$ cat src/shared/spm_defines.svh
// Register offsets, field positions, reset values and timing figures
// What this block does
// - Off request powers down core, keeps wake logic
// - Off mode wakes on detect, reset, debug
// - Every wake from off is system reset
// - Retained RAM blocks and power settings survive off
// - Debug mode only emulates off, resources stay but base resources drop
// - Power-on reset enters on mode, low power
// - Low power: idle blocks off, automatic return
// - Low power: regulators and clocks follow demand
// - Fixed-latency task keeps base resources enabled in on state only
// - Low-power task returns to automatic mode
// - RAM blocks powered off individually, retention kept
// - Supervisor resets at power-up and brownout
// - Brownout level follows current power mode
// - Off to CPU execute takes 36 us
// - WFE resume 22 us, WFI resume 33 us
// - Enable rising edge acts as power-on reset
`ifndef SPM_DEFINES_SVH
`define SPM_DEFINES_SVH

// ------------------------------------------------------------
// Register byte offsets
// ------------------------------------------------------------
`define SPM_OFF_REQ_OFS 8'h00
`define SPM_FIXLAT_OFS 8'h04
`define SPM_LOW_POWER_TASK_OFS 8'h08
`define SPM_STATUS_OFS 8'h0C
`define SPM_RAMPWR_OFS 8'h10

// ------------------------------------------------------------
// Field positions
// ------------------------------------------------------------
`define SPM_TRIG_BIT 0
`define SPM_RAM_ON_BIT 0
`define SPM_RAM_RET_BIT 1
`define SPM_ST_FIXED_LATENCY_TASK_BIT 0
`define SPM_ST_EMUOFF_BIT 1
`define SPM_ST_DEBUG_BIT 2
`define SPM_ST_CPURUN_BIT 3

// ------------------------------------------------------------
// Reset values
// ------------------------------------------------------------
`define SPM_RAMPWR_RST 2'h1
`define SPM_FIXED_LATENCY_TASK_RST 1'h0

// ------------------------------------------------------------
// Timing figures
// ------------------------------------------------------------
`define SPM_CLK_MHZ 250
`define SPM_T_OFF2ON_US 36
`define SPM_T_WFE2CPU_US 22
`define SPM_T_WFI2CPU_US 33

`endif

$ cat src/shared/spm_pkg.sv
// Types shared by the power mode sequencer
package spm_pkg;

  // ------------------------------------------------------------
  // Power mode states
  // ------------------------------------------------------------
  typedef enum logic [1:0] {
    ST_ON,
    ST_OFF,
    ST_EMU_OFF,
    ST_WAKE
  } spm_state_t;

endpackage

$ cat src/design/spm_delay_counter.sv
// Loadable down-counter that times wake and resume latencies
`timescale 1ns/100ps
module spm_delay_counter #(
  parameter int CNT_W = 16
) (
  input wire logic clk_sys,
  input wire logic rst_b,
  input wire logic start,
  input wire logic [CNT_W-1:0] loadCount,
  output logic busy,
  output logic done
);

  logic [CNT_W-1:0] cnt_reg; // Cycles still to run
  wire lastCycle = busy && (cnt_reg <= CNT_W'(1));

  // ------------------------------------------------------------
  // Count down; a zero load still takes one cycle
  // ------------------------------------------------------------
  always_ff @(posedge clk_sys) begin
    if (!rst_b) begin
      cnt_reg <= '0;
      busy <= 1'b0;
      done <= 1'b0;
    end else begin
      done <= lastCycle;
      if (start && !busy) begin
        cnt_reg <= loadCount;
        busy <= 1'b1;
      end else if (lastCycle) begin
        busy <= 1'b0;
      end else if (busy) begin
        cnt_reg <= cnt_reg - CNT_W'(1);
      end
    end
  end

endmodule // spm_delay_counter

$ cat src/design/spm_power_ctrl.sv
// Power mode sequencer: off mode, wake, sub-modes, RAM power, APB
`timescale 1ns/100ps
`include "spm_defines.svh"
module spm_power_ctrl #(
  parameter int NUM_RAM = 8,
  parameter int NUM_BLK = 4,
  parameter int unsigned OFF2ON_CYC =
    `SPM_T_OFF2ON_US * `SPM_CLK_MHZ,
  parameter int unsigned WFE2CPU_CYC =
    `SPM_T_WFE2CPU_US * `SPM_CLK_MHZ,
  parameter int unsigned WFI2CPU_CYC =
    `SPM_T_WFI2CPU_US * `SPM_CLK_MHZ
) (
  input wire logic clk_sys,
  input wire logic rst_b,
  // APB slave
  input wire logic psel,
  input wire logic penable,
  input wire logic pwrite,
  input wire logic [7:0] paddr,
  input wire logic [31:0] pwdata,
  output logic [31:0] prdata,
  output logic pready,
  output logic pslverr,
  // Asynchronous wake and supply inputs
  input wire logic enablePin,
  input wire logic supplyLow,
  input wire logic pinDetect,
  input wire logic pinReset_b,
  input wire logic debugStart,
  input wire logic debugMode,
  // Same-domain activity and CPU sleep status
  input wire logic [NUM_BLK-1:0] blockActive,
  input wire logic cpuSleepWfe,
  input wire logic cpuSleepWfi,
  input wire logic cpuWakeEvt,
  // Power and clock controls
  output logic sysReset_b,
  output logic coreRunEn,
  output logic cpuClkEn,
  output logic regulatorsOn,
  output logic clocksOn,
  output logic baseResOn,
  output logic [NUM_BLK-1:0] blockClkEn,
  output logic brownoutLevelOn,
  output logic [NUM_RAM-1:0] ramPowerOn,
  output logic [NUM_RAM-1:0] ramRetain,
  output logic offEmulated
);

  localparam int CNT_W = 16;

  // ------------------------------------------------------------
  // Input synchronisers
  // ------------------------------------------------------------
  // Order: enable, supplyLow, detect, pin reset, dbg start, dbg mode
  localparam logic [5:0] SYNC_RST = 6'h04;
  logic [5:0] syncA_reg; // First stage, read only by syncB_reg
  logic [5:0] syncB_reg; // Second stage, safe to use
  logic enPrev_reg; // Enable level seen one cycle ago

  always_ff @(posedge clk_sys) begin
    if (!rst_b) begin
      syncA_reg <= SYNC_RST;
      syncB_reg <= SYNC_RST;
      enPrev_reg <= 1'b0;
    end else begin
      syncA_reg <= {enablePin, supplyLow, pinDetect, pinReset_b,
                    debugStart, debugMode};
      syncB_reg <= syncA_reg;
      enPrev_reg <= syncB_reg[5];
    end
  end

  wire enS = syncB_reg[5];
  wire supplyLowS = syncB_reg[4];
  wire detectS = syncB_reg[3];
  wire pinResetS = !syncB_reg[2];
  wire dbgStartS = syncB_reg[1];
  wire dbgModeS = syncB_reg[0];

  // ------------------------------------------------------------
  // Supervisor reset
  // ------------------------------------------------------------
  // Held while disabled or browned out; a fresh enable restarts all
  wire enRise = enS && !enPrev_reg;
  wire porRst = !rst_b || supplyLowS || !enS || enRise;

  // ------------------------------------------------------------
  // APB decode
  // ------------------------------------------------------------
  wire setup = psel && !penable;
  wire access = psel && penable && pready;
  wire wrAcc = access && pwrite;
  wire hitOff = (paddr == `SPM_OFF_REQ_OFS);
  wire hitFix = (paddr == `SPM_FIXLAT_OFS);
  wire hitLow = (paddr == `SPM_LOW_POWER_TASK_OFS);
  wire hitSts = (paddr == `SPM_STATUS_OFS);
  wire [7:0] ramOfs = paddr - `SPM_RAMPWR_OFS;
  wire hitRam = (paddr >= `SPM_RAMPWR_OFS) && (paddr[1:0] == 2'h0)
                && (ramOfs[7:2] < 6'(NUM_RAM));
  wire [5:0] ramIdx = ramOfs[7:2];
  wire mapped = hitOff || hitFix || hitLow || hitSts || hitRam;
  wire trigBit = pwdata[`SPM_TRIG_BIT];

  // Task strobes; writing 0 does nothing
  wire offReq = wrAcc && hitOff && trigBit;
  wire fixTask = wrAcc && hitFix && trigBit;
  wire lowTask = wrAcc && hitLow && trigBit;

  // ------------------------------------------------------------
  // State
  // ------------------------------------------------------------
  spm_pkg::spm_state_t state_reg;
  spm_pkg::spm_state_t state_next;
  logic fixed_latency_task_reg; // Constant-latency sub-mode active
  logic fixed_latency_task_next;
  logic [1:0] ramPwr_reg [NUM_RAM]; // Retained {retain, on}
  logic cpuRun_reg; // CPU clocked and executing
  logic cpuRun_next;
  logic wfiSleep_reg; // Last sleep was WFI, not WFE
  logic cntStart;
  logic [CNT_W-1:0] cntLoad;
  logic cntBusy;
  logic cntDone;

  // Any wake source while off, emulated or not
  wire wakeSrc = detectS || pinResetS || dbgStartS;
  wire inOff = (state_reg == spm_pkg::ST_OFF);
  wire inEmu = (state_reg == spm_pkg::ST_EMU_OFF);
  wire inOn = (state_reg == spm_pkg::ST_ON);
  wire inWake = (state_reg == spm_pkg::ST_WAKE);

  // ------------------------------------------------------------
  // Mode sequencer
  // ------------------------------------------------------------
  // Software must have drained DMA and stopped the modem first;
  // the sequencer cuts power without waiting for either.
  always_comb begin
    state_next = state_reg;
    unique case (state_reg)
      spm_pkg::ST_ON: begin
        if (pinResetS) begin
          state_next = spm_pkg::ST_WAKE;
        end else if (offReq && dbgModeS) begin
          state_next = spm_pkg::ST_EMU_OFF;
        end else if (offReq) begin
          state_next = spm_pkg::ST_OFF;
        end
      end
      spm_pkg::ST_OFF, spm_pkg::ST_EMU_OFF: begin
        if (wakeSrc) begin
          state_next = spm_pkg::ST_WAKE;
        end
      end
      spm_pkg::ST_WAKE: begin
        if (cntDone) begin
          state_next = spm_pkg::ST_ON;
        end
      end
    endcase
  end

  // Sub-mode: a task for the mode already active is a no-op
  always_comb begin
    fixed_latency_task_next = fixed_latency_task_reg;
    if (inWake) begin
      fixed_latency_task_next = `SPM_FIXED_LATENCY_TASK_RST;
    end else if (inOn && fixTask) begin
      fixed_latency_task_next = 1'b1;
    end else if (inOn && lowTask) begin
      fixed_latency_task_next = 1'b0;
    end
  end

  // ------------------------------------------------------------
  // Latency timer control
  // ------------------------------------------------------------
  // One timer serves both the off wake and the sleep resume;
  // a pin reset during a resume starts the wake while the timer is still busy.
  wire enterWake = (state_next == spm_pkg::ST_WAKE) && !inWake;
  wire sleeping = inOn && !cpuRun_reg;
  wire resumeGo = sleeping && cpuWakeEvt && !cntBusy;
  assign cntStart = enterWake || resumeGo;

  always_comb begin
    if (enterWake) begin
      cntLoad = CNT_W'(OFF2ON_CYC);
    end else if (wfiSleep_reg) begin
      cntLoad = CNT_W'(WFI2CPU_CYC);
    end else begin
      cntLoad = CNT_W'(WFE2CPU_CYC);
    end
  end

  spm_delay_counter #(
    .CNT_W(CNT_W)
  ) i_spm_delay_counter (
    .clk_sys(clk_sys),
    .rst_b(!porRst),
    .start(cntStart),
    .loadCount(cntLoad),
    .busy(cntBusy),
    .done(cntDone)
  );

  // CPU run gating
  wire goSleep = inOn && cpuRun_reg && (cpuSleepWfe || cpuSleepWfi);
  always_comb begin
    cpuRun_next = cpuRun_reg;
    if (inOff || inWake) begin
      cpuRun_next = 1'b0;
    end else if (inEmu) begin
      cpuRun_next = 1'b1;
    end else if (goSleep) begin
      cpuRun_next = 1'b0;
    end else if (sleeping && cntDone) begin
      cpuRun_next = 1'b1;
    end
  end

  // Also ends the off wake: CPU starts with the on state
  wire wakeDone = inWake && cntDone;

  // ------------------------------------------------------------
  // State registers
  // ------------------------------------------------------------
  // Power-on reset lands in the on state, low power sub-mode
  always_ff @(posedge clk_sys) begin
    if (porRst) begin
      state_reg <= spm_pkg::ST_ON;
      fixed_latency_task_reg <= `SPM_FIXED_LATENCY_TASK_RST;
      cpuRun_reg <= 1'b1;
      wfiSleep_reg <= 1'b0;
    end else begin
      state_reg <= state_next;
      fixed_latency_task_reg <= fixed_latency_task_next;
      cpuRun_reg <= cpuRun_next || wakeDone;
      if (goSleep) begin
        wfiSleep_reg <= cpuSleepWfi;
      end
    end
  end

  // ------------------------------------------------------------
  // Retained RAM power settings
  // ------------------------------------------------------------
  // Only the supervisor clears these; an off wake leaves them alone
  always_ff @(posedge clk_sys) begin
    for (int i = 0; i < NUM_RAM; i++) begin
      if (porRst) begin
        ramPwr_reg[i] <= `SPM_RAMPWR_RST;
      end else if (wrAcc && hitRam && (ramIdx == 6'(i))) begin
        ramPwr_reg[i] <= pwdata[1:0];
      end
    end
  end

  // ------------------------------------------------------------
  // Read data mux
  // ------------------------------------------------------------
  logic [31:0] rdData;
  always_comb begin
    rdData = 32'h0000_0000;
    if (hitSts) begin
      rdData[`SPM_ST_FIXED_LATENCY_TASK_BIT] = fixed_latency_task_reg;
      rdData[`SPM_ST_EMUOFF_BIT] = inEmu;
      rdData[`SPM_ST_DEBUG_BIT] = dbgModeS;
      rdData[`SPM_ST_CPURUN_BIT] = cpuRun_reg;
    end else if (hitRam) begin
      rdData[1:0] = ramPwr_reg[ramIdx[$clog2(NUM_RAM)-1:0]];
    end
  end

  // ------------------------------------------------------------
  // APB answer: no wait states, data registered at setup
  // ------------------------------------------------------------
  always_ff @(posedge clk_sys) begin
    if (porRst) begin
      pready <= 1'b0;
      prdata <= 32'h0000_0000;
      pslverr <= 1'b0;
    end else if (setup) begin
      pready <= 1'b1;
      prdata <= pwrite ? 32'h0000_0000 : rdData;
      pslverr <= !mapped;
    end else begin
      pready <= 1'b0;
      pslverr <= 1'b0;
    end
  end

  // ------------------------------------------------------------
  // Power control outputs
  // ------------------------------------------------------------
  wire anyActive = |blockActive;
  wire poweredOn = inOn || inEmu;
  // Emulated off keeps clocks, regulators and memories for debug
  wire needPwr = inEmu || fixed_latency_task_reg || anyActive || cpuRun_reg;
  logic [NUM_BLK-1:0] blkEnNext;
  logic [NUM_RAM-1:0] ramOnNext;
  logic [NUM_RAM-1:0] ramRetNext;

  // Idle blocks lose their clock in low power; all run in fixed latency and emulated off, none in off or wake
  always_comb begin
    for (int b = 0; b < NUM_BLK; b++) begin
      blkEnNext[b] = poweredOn &&
        (fixed_latency_task_reg || inEmu || blockActive[b]);
    end
  end

  // Off or idle RAM blocks keep contents only if retained
  always_comb begin
    for (int r = 0; r < NUM_RAM; r++) begin
      ramOnNext[r] = (poweredOn && ramPwr_reg[r][`SPM_RAM_ON_BIT])
                     || inEmu;
      ramRetNext[r] = ramPwr_reg[r][`SPM_RAM_RET_BIT];
    end
  end

  always_ff @(posedge clk_sys) begin
    if (porRst) begin
      sysReset_b <= 1'b0;
      coreRunEn <= 1'b0;
      cpuClkEn <= 1'b0;
      regulatorsOn <= 1'b0;
      clocksOn <= 1'b0;
      baseResOn <= 1'b0;
      blockClkEn <= '0;
      brownoutLevelOn <= 1'b1;
      ramPowerOn <= '0;
      ramRetain <= '0;
      offEmulated <= 1'b0;
    end else begin
      sysReset_b <= !inWake;
      coreRunEn <= poweredOn;
      cpuClkEn <= cpuRun_reg;
      regulatorsOn <= poweredOn && needPwr;
      clocksOn <= poweredOn && needPwr;
      baseResOn <= inOn && fixed_latency_task_reg;
      blockClkEn <= blkEnNext;
      brownoutLevelOn <= !inOff;
      ramPowerOn <= ramOnNext;
      ramRetain <= ramRetNext;
      offEmulated <= inEmu;
    end
  end

endmodule // spm_power_ctrl

$ cat config.mk
export PLATFORM = sky130hd
export DESIGN_NAME = spm_power_ctrl
export DESIGN_NICKNAME = d
export VERILOG_FILES = /design/src/shared/spm_pkg.sv /design/src/design/spm_delay_counter.sv /design/src/design/spm_power_ctrl.sv
export VERILOG_INCLUDE_DIRS = /design/src /design/src/shared
export SDC_FILE = /design/constraint.sdc
export NUM_CORES = 1
export LEC_CHECK = 0
export BUFFER_PORTS_ARGS = -buffer_cell sky130_fd_sc_hd__buf_4
export CORE_MARGIN = 5
export CORE_UTILIZATION = 51
export CTS_CLUSTER_DIAMETER = 150
export DETAILED_ROUTE_END_ITERATION = 7
export PLACE_DENSITY = 0.79
export SYNTH_ARGS = -nofsm -noshare
export SYNTH_HDL_FRONTEND = slang
export SYNTH_SLANG_ARGS = --single-unit
$ cat constraint.sdc
create_clock -name clk_sys -period 3.6 [get_ports clk_sys]
set_input_delay 0.72 -clock clk_sys [delete_from_list [all_inputs] [get_ports clk_sys]]
set_output_delay 0.72 -clock clk_sys [all_outputs]
set_load 0.03 [all_outputs]
==> results.cfg, run 1 <==
[power]
p_seq_share_pct = 54.8
switching_power_w = 0.000425
peakVddDrop_uv = 240
p_clk_share_pct = 38.5
intPower_w = 0.00135
power_w = 0.00178
power_leakage_nw = 1.91
p_comb_share_pct = 6.7
powerDensity_mw_per_mm2 = 388
netSwitchingFraction_pct = 23.9

[clocking]
numCtsBuffers = 9
cts_setup_buffers = 0
cts_buffer_depth = 2
clock_latency_ns = 0.37
htree_levels = 3
cts-root-buf = clkbuf_8
clk_pin_slew_ns = 0.09
post_cts_resized = 0
postCtsHoldBufs = 0
clock-sinks = 85
cts_tree = done

[synth]
synthArstFlopShare_pct = 0
avgSynthCellArea_um2 = 9.59
synth_common_cells = 69 x dfxtp_1, 46 x nor2_1, 33 x nand2_1
netlist_instances = 414
syn_area_mm2 = 0.00397
synth_top_cell_by_area = dfxtp_1
synth_area_leaders = dfxtp_1 35%, edfxtp_1 12%, buf_4 5.5%
ys_seq_area_share_pct = 46.9
synth.most_common_cell = dfxtp_1
synth_edf_count = 16
ys_warn_count = 0
synth_flop_cell = dfxtp_1
synth.distinct_cells = 63
ys_seq_elements = 85
yosysTopAreaCellShare_pct = 34.8

[grt]
grt_start_max_net_pins = 24
grt_pass1_wl_mm = 13.8
grt_overflow = 0
first_global_vias = 2919
antenna_found_initial = 0
grt_use_total_pct = 17.7

[timing]
slew_headroom_pct = 44.6
fin_crit_ns = 2.78
setup-violations-final = 0
worst_slack_ns = 0.819
worstMarginPinSlew_ns = 0.829
maxSlewViolCount = 0
min_period_over_period_pct = 77.2
max_freq_mhz = 360
skew_ns = 0.0118
fin_tns_setup_ns = 0
hold_viol_final = 0
grt_setup_unrepaired = no

[routing]
ant_nets = 0
wl_mm = 8.45
dr.pass1.iters = 4
vias = 3113
drt_iter0_markers = 206
vias_per_cell = 5.41
route.detailed.drc = 0
wl_per_cell_um = 14.7

[die]
die_w_um = 98.2
initial_utilization_pct = 51.9
pin_count = 120
coreArea_mm2 = 0.00765
rows = 32
die_y_um = 98.2
dieArea_mm2 = 0.00965

[placed_design]
dp_cells = 559
dp_hpwl_mm = 6.20
port_buffers = 61
pre_cts_slack_ns = 0.457
gp_congestion = 0.844

[flow_run]
drv_cap = 0

[final_layout]
fin_util_pct = 59.9
multi_input_area_mm2 = 0.00187
drive_gt1_share_pct = 21.1
area.growth.synth_to_final_pct = 15.5
stdcell_count = 575
finalNetCount = 536
regArea_mm2 = 0.00186
fill_cells = 644
num_antenna_cells = 0

[worst_setup_path]
arrival_ns = 2.90
crit_required_ns = 3.72
cp_max_fo = 9
crit_type = primary input to register
crit_path_start_kind = primary input
end_kind = register

[status]
outcome = finished clean

[hold_path]
hold_class = register to register
-- logic make-up after synthesis --
group                      synth area share (%)
and+or+nand+nor                            24.2
xor gates and xnor gates                   1.99
AOI/OAI and AO/OA                          12.7
DFF                                        46.9
adders and majority gates                  3.15
other                                    0.0945
muxes                                      2.52
buffers and inverters                      8.48
-- critical path: stages --
cell and delay, ns:
buf_4 0.13, inv_1 0.14, ha_1 0.26, nand2_1 0.07, nor2_1 0.08, a21oi_1 0.09, a311oi_4 0.33, nand4_2 0.29
or3_1 0.47, or3_1 0.31
-- power by group through the flow --
stage	Sequential (W)	Clock (W)	Combinational [W]
floorplan	0.000996	0	0.000102
global placement	0.000996	0	0.000116
detailed placement	0.000996	0	0.000118
CTS	0.000974	0.000695	0.000118
global route	0.000975	0.000731	0.000129
finish	0.000974	0.000683	0.000120
-- per-stage QoR --
stage	cell area, um2	hold slack, ns
finish	4580	0.417
global route	4580	0.435
CTS	4580	0.422
detailed placement	4390	0.397
global placement	4390	0.400
floorplan	4070	0.386
-- placed cells by master (no fill, tap or decap), types with 2 or more instances in the layout --
cell type	synthesis	layout
a211oi_2	2	2
a21o_1	2	2
a21oi_1	26	26
a311oi_1	2	2
a31oi_1	2	2
and2_1	24	24
and3_1	5	5
and4_1	2	2
buf_4	29	64
clkbuf_8	0	10
conb_1	1	28
dfxtp_1	69	69
edfxtp_1	16	16
ha_1	10	10
inv_1	12	12
inv_4	0	2
mux4_2	4	4
nand2_1	33	33
nand2b_1	6	6
nand3_1	10	10
nand4_1	4	4
nor2_1	46	46
nor2b_1	2	2
nor3_1	19	19
nor4_1	5	5
nor4bb_1	2	2
o21ai_0	11	11
o21ai_1	2	2
o31ai_1	2	2
o41ai_4	2	2
or2_2	2	2
or3_1	5	5
or4_1	2	2
xnor2_1	2	2
xor2_1	7	7
-- per-layer routing --
layer  vias up  GRT usage (%)  routed length [um]
li1       1493              -                   -
met1      1444           23.6                3760
met2       156           25.8                3640
met3        20           5.21                 816
met4         0           9.56                 223
met5         -              0                   0
-- final timing paths --
path,slack [ns],startpoint,cells after the start,end
setup reg to reg,0.96,state_reg[1]$_SDFF_PP0_,7,i_spm_delay_counter.cnt_reg[12]$_SDFFE_PP0P_
hold / removal,0.42,syncA_reg[2]$_SDFF_PN1_,1,syncB_reg[2]$_SDFF_PN1_
hold reg to reg,0.42,syncA_reg[2]$_SDFF_PN1_,1,syncB_reg[2]$_SDFF_PN1_
setup / recovery,0.82,paddr[4],10,ramPwr_reg[5][0]$_SDFFCE_PN1P_
-- cell type report --
type | count | area share [%]
Sequential cell | 85 | 40.6
Inverter | 12 | 0.983
Timing Repair Buffer | 64 | 10.5
Clock inverter | 5 | 1.23
Multi-Input combinational cell | 296 | 40.8
Clock buffer | 11 | 3.08
Tap cell | 102 | 2.78
(Power assumes the default switching activity.)
==> inputs of run 2 (changes only) <==
- ABC_AREA: not set -> 1
- CORE_UTILIZATION: 51 -> 46
- PLACE_DENSITY: 0.79 -> 0.75
- clock period: 3.6 -> 2.4 ns (I/O delays scaled with it)
==> results.cfg, run 2 <==
[worst_setup_path]
cp_top_family = simple AND/OR/NAND/NOR gates
cp_slowest_cell = or2_1
reg2reg_from = i_spm_delay_counter.cnt_reg[0]$_SDFFE_PP0P_
crit_required_ns = 2.51
r2r_end = i_spm_delay_counter.cnt_reg[13]$_SDFFE_PP0P_
arrival_ns = 2.17
crit_type = primary input to register
end_kind = register
r2r_cells = 12
crit_path_start_kind = primary input
crit_buf_inv = 2
crit_path_start = paddr[4]
cp_max_fo = 8
slowest_delay_ns = 0.24
ff2ff_setup_slack_ns = 0.37
path_cells = buf_4 > inv_2 > ha_1 > xor2_1 > nor3_2 > nand2_1 > nor2_2 > nand2_2 > nor2_4 > nand4_1 > or2_1

[synth]
synth_flop_cell = dfxtp_1
synth.most_common_cell = nand2_1
synth_edf_count = 16
netlist_instances = 509
synth_top_cell_by_area = dfxtp_1
synth_common_cells = 106 x nand2_1, 72 x inv_1, 70 x nor2_1
syn_area_mm2 = 0.00399
synthArstFlopShare_pct = 0
synth.distinct_cells = 37
avgSynthCellArea_um2 = 7.83
yosysTopAreaCellShare_pct = 34.7
synth_area_leaders = dfxtp_1 35%, edfxtp_1 12%, nand2_1 10%
ys_seq_elements = 85
ys_warn_count = 0
ys_seq_area_share_pct = 46.7

[die]
die_y_um = 103
dieArea_mm2 = 0.0106
coreArea_mm2 = 0.00859
initial_utilization_pct = 46.4
rows = 34
pin_count = 120
die_w_um = 103

[final_layout]
area.growth.synth_to_final_pct = 18.6
fill_cells = 796
drive_gt1_share_pct = 18.0
num_antenna_cells = 0
regArea_mm2 = 0.00186
fin_util_pct = 55.0
multi_input_area_mm2 = 0.00167
finalNetCount = 651
final_common_cell = nand2_1
final_cell_mix = 106 x nand2_1, 76 x buf_4, 72 x inv_1

[clocking]
post_cts_resized = 0
clock_latency_ns = 0.35
cts_buffer_depth = 2
numCtsBuffers = 9
clock-sinks = 85
cts_setup_buffers = 0
htree_levels = 3
postCtsHoldBufs = 0
clk_pin_slew_ns = 0.09
cts_tree = done
cts-root-buf = clkbuf_8

[routing]
ant_nets = 0
drt_iter0_markers = 184
dr.pass1.iters = 4
vias_per_cell = 4.78
wl_mm = 8.60
vias = 3325
route.detailed.drc = 0
wl_per_cell_um = 12.4

[timing]
min_period_over_period_pct = 85.9
skew_ns = 0.0110
grt_setup_unrepaired = no
max_freq_mhz = 485
maxSlewViolCount = 0
setup-violations-final = 0
fin_tns_setup_ns = 0
hold_viol_final = 0
fin_crit_ns = 2.06

[placed_design]
gp_congestion = 0.928
dp_hpwl_mm = 6.56
port_buffers = 61

[status]
outcome = finished clean

[grt]
antenna_found_initial = 0
grt_use_total_pct = 16.4
grt_start_max_net_pins = 38
first_global_vias = 3015
grt_overflow = 0
grt_pass1_wl_mm = 13.7

[hold_path]
min_from = pinReset_b
hold_end = syncA_reg[2]$_SDFF_PN1_
hold_class = primary input to register
min_path_cells = 3

[power]
peakVddDrop_uv = 261
power_leakage_nw = 2.24
powerDensity_mw_per_mm2 = 578

[flow_run]
drv_cap = 0
## run 2: changes by cell type in the layout (fill, tap and decap cells not counted), sizes merged, moves of 10 or more
cell and delta:
a21oi -10, and2 -25, buf +12, inv +59, nand2 +77, nand3 +12, nor2 +28
## run 2: worst reg2reg max path: stages (launching register included)
cell and delay (ns):
dfxtp_1 0.39, inv_1 0.09, ha_1 0.24, o21ai_0 0.16
nor3_1 0.06, nand3_1 0.12, nand2_1 0.22, buf_4 0.24
a21oi_1 0.10, o21ai_0 0.09, nand2_1 0.08, nand2_1 0.06
a21oi_2 0.11
## run 2: layout make-up
| type | count | area share [%] |
|---|---|---|
| clock buffers | 10 | 2.70 |
| multi-input cells | 337 | 35.3 |
| inverters | 74 | 5.87 |
| repair buffers | 76 | 12.1 |
| flip-flops and latches | 85 | 39.4 |
| well taps | 108 | 2.86 |
| clock inverters | 6 | 1.83 |
## run 2: stage by stage
step / total power (W) / hold WS [ns] / area [um2] / setup WS, ns / cells
after floorplan: 0.00165 / 0.380 / 4090 / 0.246 / 536
after global routing: 0.00285 / 0.297 / 4730 / 0.163 / 696
after CTS: 0.00276 / 0.289 / 4730 / 0.346 / 696
final: 0.00274 / 0.305 / 4730 / 0.339 / 696
after detailed placement: 0.00168 / 0.392 / 4520 / -0.0364 / 680
after global placement: 0.00168 / 0.392 / 4520 / 0.0683 / 680
## run 2: per-layer routing
layer,part of all wire (%),track usage (%),routed length [um]
met5,0,0,0
met4,1.8,7.07,154
met1,43,21.4,3680
met2,48,26.8,4120
met3,7.5,2.84,642
## run 2: how the worst max path moves through the flow
| stage | cells past startpoint | end |
|---|---|---|
| floorplan | 10 | ramPwr_reg[5][0]$_SDFFCE_PN1P_ |
| global placement | 11 | ramPwr_reg[5][0]$_SDFFCE_PN1P_ |
| detailed placement | 11 | ramPwr_reg[5][0]$_SDFFCE_PN1P_ |
| CTS | 11 | ramPwr_reg[5][0]$_SDFFCE_PN1P_ |
| global route | 11 | i_spm_delay_counter.cnt_reg[15]$_SDFFE_PP0P_ |
| finish | 11 | ramPwr_reg[5][0]$_SDFFCE_PN1P_ |
## run 2: cells by family after synthesis
family | synth area share, %
AO/OA/AOI/OAI | 6.43
XOR/XNOR | 2.86
adder cells (fa/ha/maj) | 3.14
buffers and inverters | 13.9
flip-flops | 46.7
other | 0.0941
AND/OR/NAND/NOR | 26.8
## run 2: report_power, final
group / internal, W / switching (W) / total [W]
Clock: 0.000587 / 0.000501 / 0.00109
Sequential: 0.00146 / 0.00000297 / 0.00146
Combinational: 0.0000584 / 0.000130 / 0.000188
Total: 0.00210 / 0.000634 / 0.00274
